### src/hdl/dtcd_pkg.sv
// dtcd_pkg: constants and carrier types for the display timing config decoder
// assumes one 100 MHz clock domain and a byte-wide host command stream
package dtcd_pkg;
  localparam logic [7:0] CMD_CLOCK = 8'hD5;
  localparam logic [7:0] CMD_PRECHARGE = 8'hD9;
  localparam logic [7:0] CMD_SEG_CFG = 8'hDA;
  localparam logic [7:0] CMD_VCOM = 8'hDB;
  localparam logic [7:0] CMD_PUMP = 8'h8D;
  localparam logic [7:0] CMD_LOCK = 8'hFD;
  localparam logic [7:0] CMD_NOP = 8'hE3;
  localparam logic [7:0] CMD_DISP_OFF = 8'hAE;
  localparam logic [7:0] CMD_DISP_ON = 8'hAF;
  localparam logic [7:0] CMD_REMAP_OFF = 8'hA0;
  localparam logic [7:0] CMD_REMAP_ON = 8'hA1;
  localparam logic [7:0] PUMP_MODE0 = 8'h12;
  localparam logic [7:0] PUMP_MODE1 = 8'h52;
  localparam logic [7:0] PUMP_MODE2 = 8'h72;
  localparam logic [7:0] PUMP_MODE3 = 8'h92;
  localparam logic [7:0] PUMP_OFF = 8'h10;
  localparam int LOCK_BIT = 2;
  localparam int ORDER_BIT = 4;
  localparam int SWAP_BIT = 5;
  localparam int STATUS_OFF_BIT = 6;
  localparam int STATUS_LOCK_BIT = 5;
  localparam logic [3:0] DIV_RST = 4'h0;
  localparam logic [3:0] OSC_RST = 4'h8;
  localparam logic [7:0] PRECHARGE_RST = 8'h22;
  localparam logic [7:0] VCOM_RST = 8'h20;
  localparam logic [1:0] PUMP_MODE_RST = 2'h0;

  typedef struct packed {
    logic valid;
    logic is_data;
    logic [7:0] value;
  } dtcd_byte_type;

  typedef struct packed {
    logic order_alt;
    logic remap;
    logic swap;
  } dtcd_seg_type;

  typedef enum logic [0:0] {
    ST_IDLE = 1'b0,
    ST_PARAM = 1'b1
  } dtcd_state_type;
endpackage

### src/hdl/dtcd_top.sv
// dtcd_top: command decoder for display clock, precharge, segment, voltage, pump and lock
// assumes host bytes and read requests are synchronous to core_clk_in, one per cycle
//
module dtcd_top
  import dtcd_pkg::*;
#(
  parameter int DIV_W = 4
) (
  input wire logic core_clk_in,
  input wire logic srst_in,
  input wire dtcd_byte_type host_byte_in,
  input wire logic rd_req_in,
  input wire logic rd_is_data_in,
  input wire logic parallel_mode_in,
  input wire logic clock_source_select_pin_in,
  input wire logic row_start_in,
  output logic [DIV_W-1:0] clk_div_out,
  output logic [3:0] osc_freq_out,
  output logic int_osc_en_out,
  output logic divided_display_clock_tick_out,
  output logic [7:0] precharge_cfg_out,
  output logic precharge_active_out,
  output dtcd_seg_type seg_cfg_out,
  output logic [2:0] seg_case_out,
  output logic [7:0] common_deselect_voltage_out,
  output logic pump_en_out,
  output logic [1:0] pump_mode_out,
  output logic locked_out,
  output logic display_on_out,
  output logic seg_ground_out,
  output logic com_hiz_out,
  output logic display_memory_wr_out,
  output logic [7:0] display_memory_wdata_out,
  output logic display_memory_rd_out,
  output logic status_valid_out,
  output logic [7:0] status_out
);

  dtcd_state_type state_r, state_nxt;
  logic [7:0] pend_cmd_r;
  logic [DIV_W-1:0] div_r;
  logic [3:0] osc_r;
  logic [7:0] pre_r;
  dtcd_seg_type seg_r;
  logic [7:0] vcom_r;
  logic pump_en_r;
  logic [1:0] pump_mode_r;
  logic locked_r;
  logic disp_on_r;
  logic [DIV_W-1:0] div_cnt_r;
  logic tick_r;
  logic [3:0] pc_cnt_r;
  logic mem_wr_r;
  logic [7:0] mem_wdata_r;
  logic mem_rd_r;
  logic stat_vld_r;
  logic [7:0] stat_r;
  logic int_osc_r;
  logic pc_act_r;
  logic seg_gnd_r;
  logic com_hiz_r;

  function automatic logic needs_param(input logic [7:0] c);
    needs_param = (c == CMD_CLOCK) || (c == CMD_PRECHARGE) || (c == CMD_SEG_CFG) ||
                  (c == CMD_VCOM) || (c == CMD_PUMP) || (c == CMD_LOCK);
  endfunction

  // byte classification; while locked only the lock command is taken
  wire logic cmd_byte = host_byte_in.valid && !host_byte_in.is_data;
  wire logic data_byte = host_byte_in.valid && host_byte_in.is_data;
  wire logic cmd_ok = cmd_byte && (!locked_r || host_byte_in.value == CMD_LOCK);
  wire logic first_byte = cmd_ok && (state_r == ST_IDLE);
  wire logic param_byte = cmd_byte && (state_r == ST_PARAM);
  wire logic [7:0] pv = host_byte_in.value;
  wire logic take_clock = param_byte && pend_cmd_r == CMD_CLOCK;
  wire logic take_pre = param_byte && pend_cmd_r == CMD_PRECHARGE;
  wire logic take_seg = param_byte && pend_cmd_r == CMD_SEG_CFG;
  wire logic take_vcom = param_byte && pend_cmd_r == CMD_VCOM;
  wire logic take_pump = param_byte && pend_cmd_r == CMD_PUMP;
  wire logic take_lock = param_byte && pend_cmd_r == CMD_LOCK;
  wire logic pump_on_val = (pv == PUMP_MODE0) || (pv == PUMP_MODE1) ||
                           (pv == PUMP_MODE2) || (pv == PUMP_MODE3);
  wire logic [1:0] pump_mode_val = (pv == PUMP_MODE1) ? 2'h1 :
                                   (pv == PUMP_MODE2) ? 2'h2 :
                                   (pv == PUMP_MODE3) ? 2'h3 : 2'h0;
  wire logic set_remap = first_byte && pv == CMD_REMAP_ON;
  wire logic clr_remap = first_byte && pv == CMD_REMAP_OFF;
  wire logic set_on = first_byte && pv == CMD_DISP_ON;
  wire logic set_off = first_byte && pv == CMD_DISP_OFF;
  wire logic status_req = rd_req_in && !rd_is_data_in && parallel_mode_in;
  wire logic mem_rd_req = rd_req_in && rd_is_data_in && !locked_r;
  // wrap on reaching or passing the limit, so a smaller divider takes effect at once
  wire logic div_wrap = (div_cnt_r >= div_r);
  wire logic [3:0] pc_phase = pre_r[3:0];
  wire logic [3:0] pc_cnt_nxt = row_start_in ? pc_phase :
                                (tick_r && pc_cnt_r != 4'h0) ? pc_cnt_r - 4'h1 : pc_cnt_r;
  wire logic [7:0] stat_val = {1'b0, !disp_on_r, locked_r, 5'h00};

  always_comb begin
    state_nxt = state_r;
    unique case (state_r)
      ST_IDLE: begin
        if (first_byte && needs_param(pv)) begin
          state_nxt = ST_PARAM;
        end
      end
      ST_PARAM: begin
        if (param_byte) begin
          state_nxt = ST_IDLE;
        end
      end
    endcase
  end

  always_ff @(posedge core_clk_in) begin
    if (srst_in) begin
      state_r <= ST_IDLE;
      pend_cmd_r <= CMD_NOP;
    end else begin
      state_r <= state_nxt;
      if (first_byte) begin
        pend_cmd_r <= pv;
      end
    end
  end

  always_ff @(posedge core_clk_in) begin
    if (srst_in) begin
      div_r <= DIV_W'(DIV_RST);
      osc_r <= OSC_RST;
    end else if (take_clock) begin
      div_r <= pv[DIV_W-1:0];
      osc_r <= pv[7:4];
    end
  end

  always_ff @(posedge core_clk_in) begin
    if (srst_in) begin
      pre_r <= PRECHARGE_RST;
      vcom_r <= VCOM_RST;
    end else begin
      if (take_pre) begin
        pre_r <= pv;
      end
      if (take_vcom) begin
        vcom_r <= pv;
      end
    end
  end

  always_ff @(posedge core_clk_in) begin
    if (srst_in) begin
      seg_r <= '{order_alt: 1'b1, remap: 1'b0, swap: 1'b0};
    end else begin
      if (take_seg) begin
        seg_r.order_alt <= pv[ORDER_BIT];
        seg_r.swap <= pv[SWAP_BIT];
      end
      if (set_remap) begin
        seg_r.remap <= 1'b1;
      end else if (clr_remap) begin
        seg_r.remap <= 1'b0;
      end
    end
  end

  // unlisted pump values other than the off value are ignored
  always_ff @(posedge core_clk_in) begin
    if (srst_in) begin
      pump_en_r <= 1'b0;
      pump_mode_r <= PUMP_MODE_RST;
    end else if (take_pump && pump_on_val) begin
      pump_en_r <= 1'b1;
      pump_mode_r <= pump_mode_val;
    end else if (take_pump && pv == PUMP_OFF) begin
      pump_en_r <= 1'b0;
    end
  end

  always_ff @(posedge core_clk_in) begin
    if (srst_in) begin
      locked_r <= 1'b0;
      disp_on_r <= 1'b0;
      seg_gnd_r <= 1'b1;
      com_hiz_r <= 1'b1;
    end else begin
      if (take_lock) begin
        locked_r <= pv[LOCK_BIT];
      end
      if (set_on) begin
        disp_on_r <= 1'b1;
        seg_gnd_r <= 1'b0;
        com_hiz_r <= 1'b0;
      end else if (set_off) begin
        disp_on_r <= 1'b0;
        seg_gnd_r <= 1'b1;
        com_hiz_r <= 1'b1;
      end
    end
  end

  // divided clock: one tick every div_r+1 source cycles
  always_ff @(posedge core_clk_in) begin
    if (srst_in) begin
      div_cnt_r <= '0;
      tick_r <= 1'b0;
    end else begin
      div_cnt_r <= div_wrap ? '0 : div_cnt_r + DIV_W'(1);
      tick_r <= div_wrap;
    end
  end

  // precharge lasts pc_phase divided clock ticks after a row start
  always_ff @(posedge core_clk_in) begin
    if (srst_in) begin
      pc_cnt_r <= 4'h0;
      pc_act_r <= 1'b0;
    end else begin
      pc_cnt_r <= pc_cnt_nxt;
      pc_act_r <= (pc_cnt_nxt != 4'h0);
    end
  end

  always_ff @(posedge core_clk_in) begin
    if (srst_in) begin
      mem_wr_r <= 1'b0;
      mem_wdata_r <= 8'h00;
      mem_rd_r <= 1'b0;
      stat_vld_r <= 1'b0;
      stat_r <= 8'h00;
      int_osc_r <= 1'b0;
    end else begin
      mem_wr_r <= data_byte && !locked_r;
      if (data_byte) begin
        mem_wdata_r <= pv;
      end
      mem_rd_r <= mem_rd_req;
      stat_vld_r <= status_req;
      stat_r <= status_req ? stat_val : 8'h00;
      int_osc_r <= clock_source_select_pin_in;
    end
  end

  assign clk_div_out = div_r;
  assign osc_freq_out = osc_r;
  assign int_osc_en_out = int_osc_r;
  assign divided_display_clock_tick_out = tick_r;
  assign precharge_cfg_out = pre_r;
  assign precharge_active_out = pc_act_r;
  assign seg_cfg_out = seg_r;
  assign seg_case_out = {seg_r.order_alt, seg_r.remap, seg_r.swap};
  assign common_deselect_voltage_out = vcom_r;
  assign pump_en_out = pump_en_r;
  assign pump_mode_out = pump_mode_r;
  assign locked_out = locked_r;
  assign display_on_out = disp_on_r;
  assign seg_ground_out = seg_gnd_r;
  assign com_hiz_out = com_hiz_r;
  assign display_memory_wr_out = mem_wr_r;
  assign display_memory_wdata_out = mem_wdata_r;
  assign display_memory_rd_out = mem_rd_r;
  assign status_valid_out = stat_vld_r;
  assign status_out = stat_r;
endmodule // dtcd_top

### config.mk
export PLATFORM = sky130hd
export DESIGN_NAME = dtcd_top
export DESIGN_NICKNAME = d
export VERILOG_FILES = /design/src/hdl/dtcd_pkg.sv /design/src/hdl/dtcd_top.sv
export SDC_FILE = /design/constraint.sdc
export NUM_CORES = 1
export LEC_CHECK = 0
export ABC_AREA = 1
export BUFFER_PORTS_ARGS = -buffer_cell sky130_fd_sc_hd__buf_2
export CAP_MARGIN = 20
export CORE_MARGIN = 1.5
export CORE_UTILIZATION = 34
export CTS_CLUSTER_SIZE = 25
export DETAILED_ROUTE_END_ITERATION = 10
export PLACE_DENSITY = 0.58
export SYNTH_ARGS = -nofsm -noshare
export SYNTH_HDL_FRONTEND = slang
export SYNTH_SLANG_ARGS = --single-unit
### constraint.sdc
create_clock -name core_clk_in -period 3.7 [get_ports core_clk_in]
set_input_delay 0.185 -clock core_clk_in [delete_from_list [all_inputs] [get_ports core_clk_in]]
set_output_delay 0.185 -clock core_clk_in [all_outputs]
set_load 0.005 [all_outputs]
Yosys cells after proc, flatten, opt, wreduce, memory -nomap -nowiden
Index checks and enable logic that the tools add are counted.
{"block": "totals", "register_bits": 72, "in_bits": 17, "output_inout_bits": 59}
{"block": "op_classes", "addsub": 2, "order_cmp": 1, "n_eq_ne": 21, "n_mux": 16, "n_bitwise": 2, "n_reduce_logical": 44}
{"op": "$eq A8 B8 Y1 const B", "count": 17}
{"op": "$logic_and A1 B1 Y1", "count": 24}
{"op": "$eq A8 B5 Y1 const B", "count": 2}
{"op": "$eq A8 B7 Y1 const B", "count": 2}
{"op": "$mux W1", "count": 10}
{"op": "$logic_or A1 B1 Y1", "count": 9}
{"op": "$mux W4", "count": 2}
{"op": "$reduce_bool A4 Y1", "count": 2}
{"op": "$mux W2", "count": 3}
{"op": "$reduce_bool A2 Y1", "count": 3}
{"op": "$add A4 B1 Y4 const B", "count": 1}
{"op": "$ge A4 B4 Y1", "count": 1}
{"op": "$logic_not A1 Y1", "count": 4}
{"op": "$reduce_or A2 Y1", "count": 2}
{"op": "$sub A4 B1 Y4 const B", "count": 1}
{"op": "$not A1 Y1", "count": 2}
{"op": "$pmux W1 S2", "count": 1}

Logic depth before layout (Yosys ltp)
Gate-level depths: netlist of run 1.
{"block": "depth", "depth_word": 9, "mapped_depth": 11, "mapped_depth_nobuf": 11}

Least setup slack after synthesis of run 1
Ideal clock, no wire load.
{"block": "synth_timing", "path_type": "reg2reg", "from": "reg pend_cmd_r[7]", "to": "reg vcom_r[6], in the netlist common_deselect_voltage_out[6]", "t_arrival_ps": 1148, "t_required_ps": 3581, "path_slack_ps": 2432, "stages_incl_launch_ff": 9, "path_buffers": 1, "period_less_slack_ps": 1268, "path_cell_list": "dfxtp_1 -> nand2_1 -> nor2_2 -> nand2_2 -> nor2_8 -> nand2_2 -> buf_2 -> o21ai_0 -> a21oi_1"}
{"block": "synth_between", "elab_chain_cells": 2}
{"item": "start: declaration", "line_no": "dtcd_top.sv:40", "text": "logic [7:0] pend_cmd_r;"}
{"item": "start signal: assignment", "line_no": "dtcd_top.sv:122", "text": "pend_cmd_r <= pv;"}
{"item": "$eq A8 B8 Y1", "line_no": "dtcd_top.sv:78", "text": "wire logic take_vcom = param_byte && pend_cmd_r == CMD_VCOM;"}
{"item": "$logic_and A1 B1 Y1", "line_no": "dtcd_top.sv:78"}
{"item": "end signal: assignment", "line_no": "dtcd_top.sv:146", "text": "vcom_r <= pv;"}
{"item": "end: declaration", "line_no": "dtcd_top.sv:45", "text": "logic [7:0] vcom_r;"}
No other way between the ends.
A chain may end at the register's enable or synchronous reset.

Final worst setup path of run 1
{"block": "layout_timing", "from": "reg pend_cmd_r[0]", "to": "reg pre_r[1], in the netlist precharge_cfg_out[1]"}
{"block": "layout_between", "elab_chain_cells": 2}
{"item": "$eq A8 B8 Y1", "line_no": "dtcd_top.sv:76", "text": "wire logic take_pre = param_byte && pend_cmd_r == CMD_PRECHARGE;"}
{"item": "$logic_and A1 B1 Y1", "line_no": "dtcd_top.sv:76"}
{"item": "end signal: assignment", "line_no": "dtcd_top.sv:143", "text": "pre_r <= pv;"}
{"item": "end: declaration", "line_no": "dtcd_top.sv:43", "text": "logic [7:0] pre_r;"}
No other way between the ends.

==> results of run 1 <==
==> synthesized netlist by cell type, drive strengths merged <==
library cell	n
or2	1
conb	1
nand2	82
nor4	2
nand4	11
nor2	57
a21oi	33
xnor2	1
dfxtp	66
clkbuf	4
buf	19
o211ai	11
nand3	11
xor2	2
o21ai	29
ha	6
o21bai	2
inv	56
nor3	7
nand3b	1
==> stage by stage <==
stage / cells / area [um2] / total power (W)
final: 578 / 3570 / 0.00155
after global routing: 578 / 3570 / 0.00162
after CTS: 578 / 3570 / 0.00156
after detailed placement: 562 / 3340 / 0.000880
after global placement: 562 / 3340 / 0.000879
after floorplan: 407 / 3010 / 0.000839
==> worst min-delay path, cell delays in order <==
cell    delay [ns]
buf_2         0.08
inv_1         0.03
nor2_1        0.06
==> state kept, by name, summed over array words and instances, names as in the netlist, 3 cells and up <==
name	cells
display_memory_wdata_out	8
clk_div_out	4
div_cnt_r	4
osc_freq_out	4
seg_case_out	3
pend_cmd_r	8
pc_cnt_r	4
precharge_cfg_out	8
common_deselect_voltage_out	8
==> power by group through the flow <==
stage	clock network (W)	logic (W)	registers [W]
5_1_grt	0.000737	0.000139	0.000743
3_5_place_dp	0	0.000123	0.000757
4_1_cts	0.000698	0.000123	0.000741
2_1_floorplan	0	0.0000831	0.000756
3_3_place_gp	0	0.000122	0.000757
6_report	0.000684	0.000124	0.000741
==> cells by family (layout without fill, tap and decap cells) <==
family          after synthesis  count (layout)
simple gates                172             172
buf+inv                      79             142
flops                        66              66
other cells                   1               6
xor+xnor                      3               3
compound gates               75              75
fa+ha+maj                     6               6
==> how the worst min path moves through the flow <==
stage               depth (start not counted)                        from                   endpoint
global route                                3  clock_source_select_pin_in  int_osc_en_out$_SDFF_PP0_
floorplan                                   2  clock_source_select_pin_in  int_osc_en_out$_SDFF_PP0_
CTS                                         3  clock_source_select_pin_in  int_osc_en_out$_SDFF_PP0_
detailed placement                          3  clock_source_select_pin_in  int_osc_en_out$_SDFF_PP0_
finish                                      3  clock_source_select_pin_in  int_osc_en_out$_SDFF_PP0_
global placement                            3  clock_source_select_pin_in  int_osc_en_out$_SDFF_PP0_
==> area by class of cell <==
cell class              instances  area, um2  area share [%]
repair buffers                 70        353            9.88
clock inverters                 6       90.1            2.52
inverters                      56        210            5.89
flip-flops and latches         66       1320            37.0
clock buffers                  10        138            3.85
multi-input cells             262       1320            37.1
well taps                     108        135            3.78
==> metal layers <==
layer,share of wire [%],up-vias,wire (um),global-route usage [%]
met2,43,84,3210,24.0
met3,6.3,8,468,4.77
met5,0,-,0,0
met4,1.8,0,132,6.02
met1,49,1204,3610,22.2
li1,-,1407,-,-
==> impl_metrics.csv, run 1 <==
group,metric,value,unit
timing,fin_crit,1.60,ns
clock_tree,clk_latency,0.35,ns
yosys,yosysWarnings,0,
placed_design,gp_congestion,0.931,
yosys,synth_top_family_by_area,"simple AND/OR/NAND/NOR gates",
power,p_sw_share,24.6,%
yosys,syn_area,0.00299,mm2
floorplan,initial_core_util,34.6,%
clock_tree,numCtsBuffers,9,
grt,first_global_vias,2415,
timing,rsz0062_at_grt,"false",
finish,mostFrequentLayoutCell,"nand2_1",
floorplan,fp.dieH,96.7,um
grt,antenna_found_initial,0,
timing,timing.slew.headroom,53.4,%
timing,finalCritPeriodShare,43.4,%
placed_design,place_hpwl,5430,um
yosys,syn_inst,402,
hold_path,min_path_type,"in2reg",
drt,wl_per_cell,12.8,um
yosys,synth_compound_area_share,13.8,%
worst_setup_path,slowest_delay,0.42,ns
drt,ant_nets,0,
worst_setup_path,cpLargestDelayFamily,"simple AND/OR/NAND/NOR gates",
power,switching_power,0.000381,W
placed_design,pre_cts_slack,1.98,ns
timing,fin_skew,0.00991,ns
run_status,outcome,"finished clean",
worst_setup_path,crit_arrival,1.83,ns
yosys,synth.distinct_cells,35,
finish,layout_common_cells,"78 x nand2_1, 69 x buf_2, 66 x dfxtp_1",
worst_setup_path,worstReg2RegEnd,"precharge_cfg_out[1]$_SDFFE_PP1P_",
power,p_per_area,434,mW/mm2
drt,drt_pass1_iterations,4,
yosys,synth_area_leader_cell,"dfxtp_1",
finish,fin_nets,488,
worst_setup_path,path_cells,"inv_1 -> nor2_2 -> nand3_1 -> nor3_4 -> inv_1 -> nand2_1 -> o211ai_1",
drt,via_per_inst,4.68,
power,p_leak,1.84,nW
worst_setup_path,crit_end,"precharge_cfg_out[1]$_SDFFE_PP1P_",
yosys,seq_area_frac_synth,44.2,%
finish,fill_cells,917,
yosys,muxShareOfSynthArea,0,%
grt,gr-total-overflow,0,
worst_setup_path,rrSetupSlack,2.10,ns
clock_tree,h-tree-depth,3,
grt,grt_max_degree,26,
worst_setup_path,reg2regPathDepth,7,
floorplan,floorplan.die_area,0.00936,mm2
worst_setup_path,path_buf_inv,2,
worst_setup_path,cp.depth,7,
floorplan,coreArea,0.00864,mm2
worst_setup_path,crit_path_frequent_cell,"inv_1",
placed_design,port_buffers,69,
yosys,synthTopCellsByArea,"dfxtp_1 44%, nand2_1 9.8%, inv_1 6.8%",
clock_tree,clock-sinks,66,
finish,finish.utilization,41.4,%
power,p_int,0.00117,W
clock_tree,cts_root_buf,"clkbuf_8",
drt,first_iter_violations,202,
grt,grt_first_pass_wirelength,12000,um
timing,tns,0,ns
yosys,synthXorXnorAreaFrac,0.879,%
clock_tree,postCtsHoldBufs,0,
finish,area_growth,19.5,%
finish,diodes,0,
yosys,yosysTopAreaCellShare,44.2,%
clock_tree,cts_tree,"built",
clock_tree,path_clk_slew,0.08,ns
clock_tree,cts_buffer_depth,2,
worst_setup_path,r2r_start,"pend_cmd_r[0]$_SDFFE_PP1P_",
floorplan,row_count,34,
worst_setup_path,cp_data_required_time,3.92,ns
power,p_comb_share,8.0,%
drt,wl,7420,um
timing,hold_slack,0.0410,ns
worst_setup_path,path_max_fanout,13,
run,cap_violations,0,
worst_setup_path,cpMaxStageDelayCell,"nor3_4",
grt,groute.usage.overall,16.2,%
timing,setup_violations,0,
yosys,ys_seq_elements,66,
worst_setup_path,startpoint_type,"flop",
timing,tightest_slew,0.698,ns
timing,hold_violations,0,
drt,dr_total_vias,2703,
power,irDropWorstVdd,0.214,mV
yosys,synth_adder_area_share,2.51,%
power,clkPwrFrac,44.2,%
power,seq_power_share,47.8,%
worst_setup_path,path_class,"reg2reg",
timing,setup_slack,2.10,ns
clock_tree,cts-resized-gates,0,
drt,drc,0,
floorplan,io_pins,76,
floorplan,fp.dieW,96.7,um
timing,max_freq,623,MHz
yosys,syn_area_per_cell,7.43,um2
timing,slew_violations,0,
yosys,synth-simple-area-share,26.3,%
finish,drive_gt1_share,21.7,%
worst_setup_path,critPathCaptureType,"flop",
clock_tree,post_cts_buffers,0,
worst_setup_path,crit_path_start,"pend_cmd_r[0]$_SDFFE_PP1P_",
Note: power is estimated with default switching activity, not from simulation.
==> run 2, diff against run 1 <==
--- a/config.mk
+++ b/config.mk
@@ -12,7 +12,7 @@
 export CORE_UTILIZATION = 34
 export CTS_CLUSTER_SIZE = 25
 export DETAILED_ROUTE_END_ITERATION = 10
-export PLACE_DENSITY = 0.58
+export PLACE_DENSITY = 0.6
 export SYNTH_ARGS = -nofsm -noshare
 export SYNTH_HDL_FRONTEND = slang
 export SYNTH_SLANG_ARGS = --single-unit
==> constraint.sdc (replaced) <==
create_clock -name core_clk_in -period 1.4 [get_ports core_clk_in]
set_input_delay 0.07 -clock core_clk_in [delete_from_list [all_inputs] [get_ports core_clk_in]]
set_output_delay 0.07 -clock core_clk_in [all_outputs]
set_load 0.005 [all_outputs]
==> run 2 against run 1 <==
  * Total power grew to 2.6 times the previous value
  * Combinational power grew to 3.3 times the previous value
  * Fmax is 20% higher
  * Clock power is 140% higher
  * Sequential power grew to 2.7 times the previous value
  * Cell count is 4.2% higher
  * Die area stayed put
  * Register-to-register slack worse by 2.0 ns
  * Global-route usage is 0.16 points higher
  * Sequential cell count stayed put
  * Critical endpoint is now common_deselect_voltage_out[0]$_SDFFE_PP0P_
==> impl_metrics.csv, run 2 (synthesis results as in run 1) <==
group,metric,value,unit
placed_design,dp_cells,577,
placed_design,place_hpwl,5490,um
worst_setup_path,startpoint_type,"flop",
worst_setup_path,path_max_fanout,16,
floorplan,initial_core_util,34.6,%
drt,drt_pass1_iterations,4,
timing,setup_violations,0,
finish,mostFrequentLayoutCell,"nand2_1",
power,p_int,0.00296,W
worst_setup_path,critPathCaptureType,"flop",
drt,drc,0,
hold_path,min_path_type,"in2reg",
power,seq_power_share,49.2,%
finish,layout_common_cells,"73 x nand2_1, 69 x buf_2, 59 x dfxtp_1",
floorplan,io_pins,76,
drt,wl,7690,um
power,p_sw_share,25.9,%
clock_tree,cts_root_buf,"clkbuf_8",
clock_tree,h-tree-depth,3,
worst_setup_path,rrSetupSlack,0.07,ns
worst_setup_path,reg2regPathDepth,6,
timing,fin_crit,1.33,ns
finish,drive_gt1_share,29.8,%
worst_setup_path,worstReg2RegEnd,"common_deselect_voltage_out[0]$_SDFFE_PP0P_",
floorplan,row_count,34,
floorplan,fp.dieH,96.7,um
clock_tree,path_clk_slew,0.07,ns
drt,dr_total_vias,2814,
finish,diodes,0,
placed_design,gp_congestion,0.809,
power,irDropWorstVdd,0.431,mV
finish,layoutNonFillerInstCount,602,
timing,finalCritPeriodShare,95.3,%
clock_tree,numCtsBuffers,9,
floorplan,floorplan.die_area,0.00936,mm2
power,p_leak,2.01,nW
clock_tree,clk_latency,0.34,ns
grt,antenna_found_initial,0,
worst_setup_path,cp_data_required_time,1.63,ns
drt,ant_nets,0,
grt,first_global_vias,2542,
timing,rsz0062_at_grt,"true",
hold_path,hold_path_end,"status_out[5]$_SDFF_PP0_",
worst_setup_path,r2r_start,"pend_cmd_r[2]$_SDFFE_PP0P_",
clock_tree,cts_buffer_depth,2,
floorplan,coreArea,0.00864,mm2
drt,first_iter_violations,148,
floorplan,fp.dieW,96.7,um
grt,grt_first_pass_wirelength,12200,um
timing,hold_violations,0,
finish,fin_nets,512,
worst_setup_path,path_class,"reg2reg",
timing,max_freq,749,MHz
power,switching_power,0.00104,W
power,power.total,0.00400,W
run,cap_violations,0,
timing,fin_skew,0.00897,ns
clock_tree,cts_tree,"built",
hold_path,min_path_cells,3,
run_status,outcome,"finished clean",
placed_design,port_buffers,69,
clock_tree,clock-sinks,66,
timing,tns,0,ns
hold_path,worstHoldStart,"parallel_mode_in",
drt,wl_per_cell,12.8,um
grt,groute.usage.overall,16.3,%
power,p_comb_share,10.2,%
grt,gr-total-overflow,0,
timing,hold_slack,0.0373,ns
finish,area_growth,29.7,%
timing,slew_violations,0,
power,p_per_area,1030,mW/mm2
worst_setup_path,crit_arrival,1.57,ns
drt,via_per_inst,4.67,
grt,grt_max_degree,50,
power,clkPwrFrac,40.6,%
## run 2: changes by cell type in the layout (fill, tap and decap cells not counted), sizes merged
cell and delta:
bufinv -1, nand4 +1, dlygate4sd3 +3, inv +1
buf +20
## run 2: area by class of cell
type,instances,area [um2]
clock buffers,10,138
clock inverters,6,65.1
fillers,909,4760
inverters,56,213
multi-input cells,263,1430
flip-flops and latches,66,1330
well taps,108,135
repair buffers,93,562
## run 2: metal layers
| layer | GRT usage [%] | up-vias | share of wire [%] | wire [um] |
|---|---|---|---|---|
| met5 | 0 | - | 0 | 0 |
| met2 | 25.0 | 69 | 46 | 3550 |
| li1 | - | 1450 | - | - |
| met3 | 4.84 | 8 | 5.4 | 415 |
| met1 | 21.8 | 1287 | 47 | 3620 |
| met4 | 6.02 | 0 | 1.4 | 106 |
## run 2: how the worst max path moves through the flow
stage,cells after the start,from,to
finish,6,pend_cmd_r[2]$_SDFFE_PP0P_,common_deselect_voltage_out[0]$_SDFFE_PP0P_
global route,7,pend_cmd_r[0]$_SDFFE_PP1P_,precharge_cfg_out[3]$_SDFFE_PP0P_
CTS,7,clk_div_out[1]$_SDFFE_PP0P_,div_cnt_r[2]$_SDFF_PP0_
detailed placement,10,pc_cnt_r[0]$_SDFF_PP0_,precharge_active_out$_SDFF_PP0_
global placement,10,pc_cnt_r[0]$_SDFF_PP0_,precharge_active_out$_SDFF_PP0_
floorplan,8,pend_cmd_r[7]$_SDFFE_PP1P_,common_deselect_voltage_out[6]$_SDFFE_PP0P_
## run 2: power by group through the flow
stage / logic [W] / clock network [W] / registers [W]
finish: 0.000407 / 0.00162 / 0.00197
global route: 0.000459 / 0.00175 / 0.00197
CTS: 0.000374 / 0.00168 / 0.00196
detailed placement: 0.000366 / 0 / 0.00200
global placement: 0.000363 / 0 / 0.00200
floorplan: 0.000220 / 0 / 0.00200
## run 2: critical path, stage by stage (launching register included)
cell,delay (ns)
dfxtp_1,0.39
inv_1,0.14
nand2_1,0.11
nor3_2,0.20
nand2_4,0.15
o21ai_0,0.18
a21oi_1,0.06
## run 2: timing repair
item,in CTS,in global routing
hold endpoints to repair,2,0
buffers inserted,0,5
hold buffers,3,0
gates resized for setup,0,37
setup endpoints to repair,0,35
## run 2: through the flow
| stage | cell area (um2) | util (%) | setup WS, ns |
|---|---|---|---|
| after global placement | 3480 | 40.3 | 0.0228 |
| after CTS | 3710 | 43.0 | 0.00522 |
| after global routing | 3870 | 44.9 | -0.0416 |
| final | 3870 | 44.9 | 0.0652 |
| after floorplan | 3010 | - | 0.132 |
| after detailed placement | 3480 | 40.3 | 0.0158 |
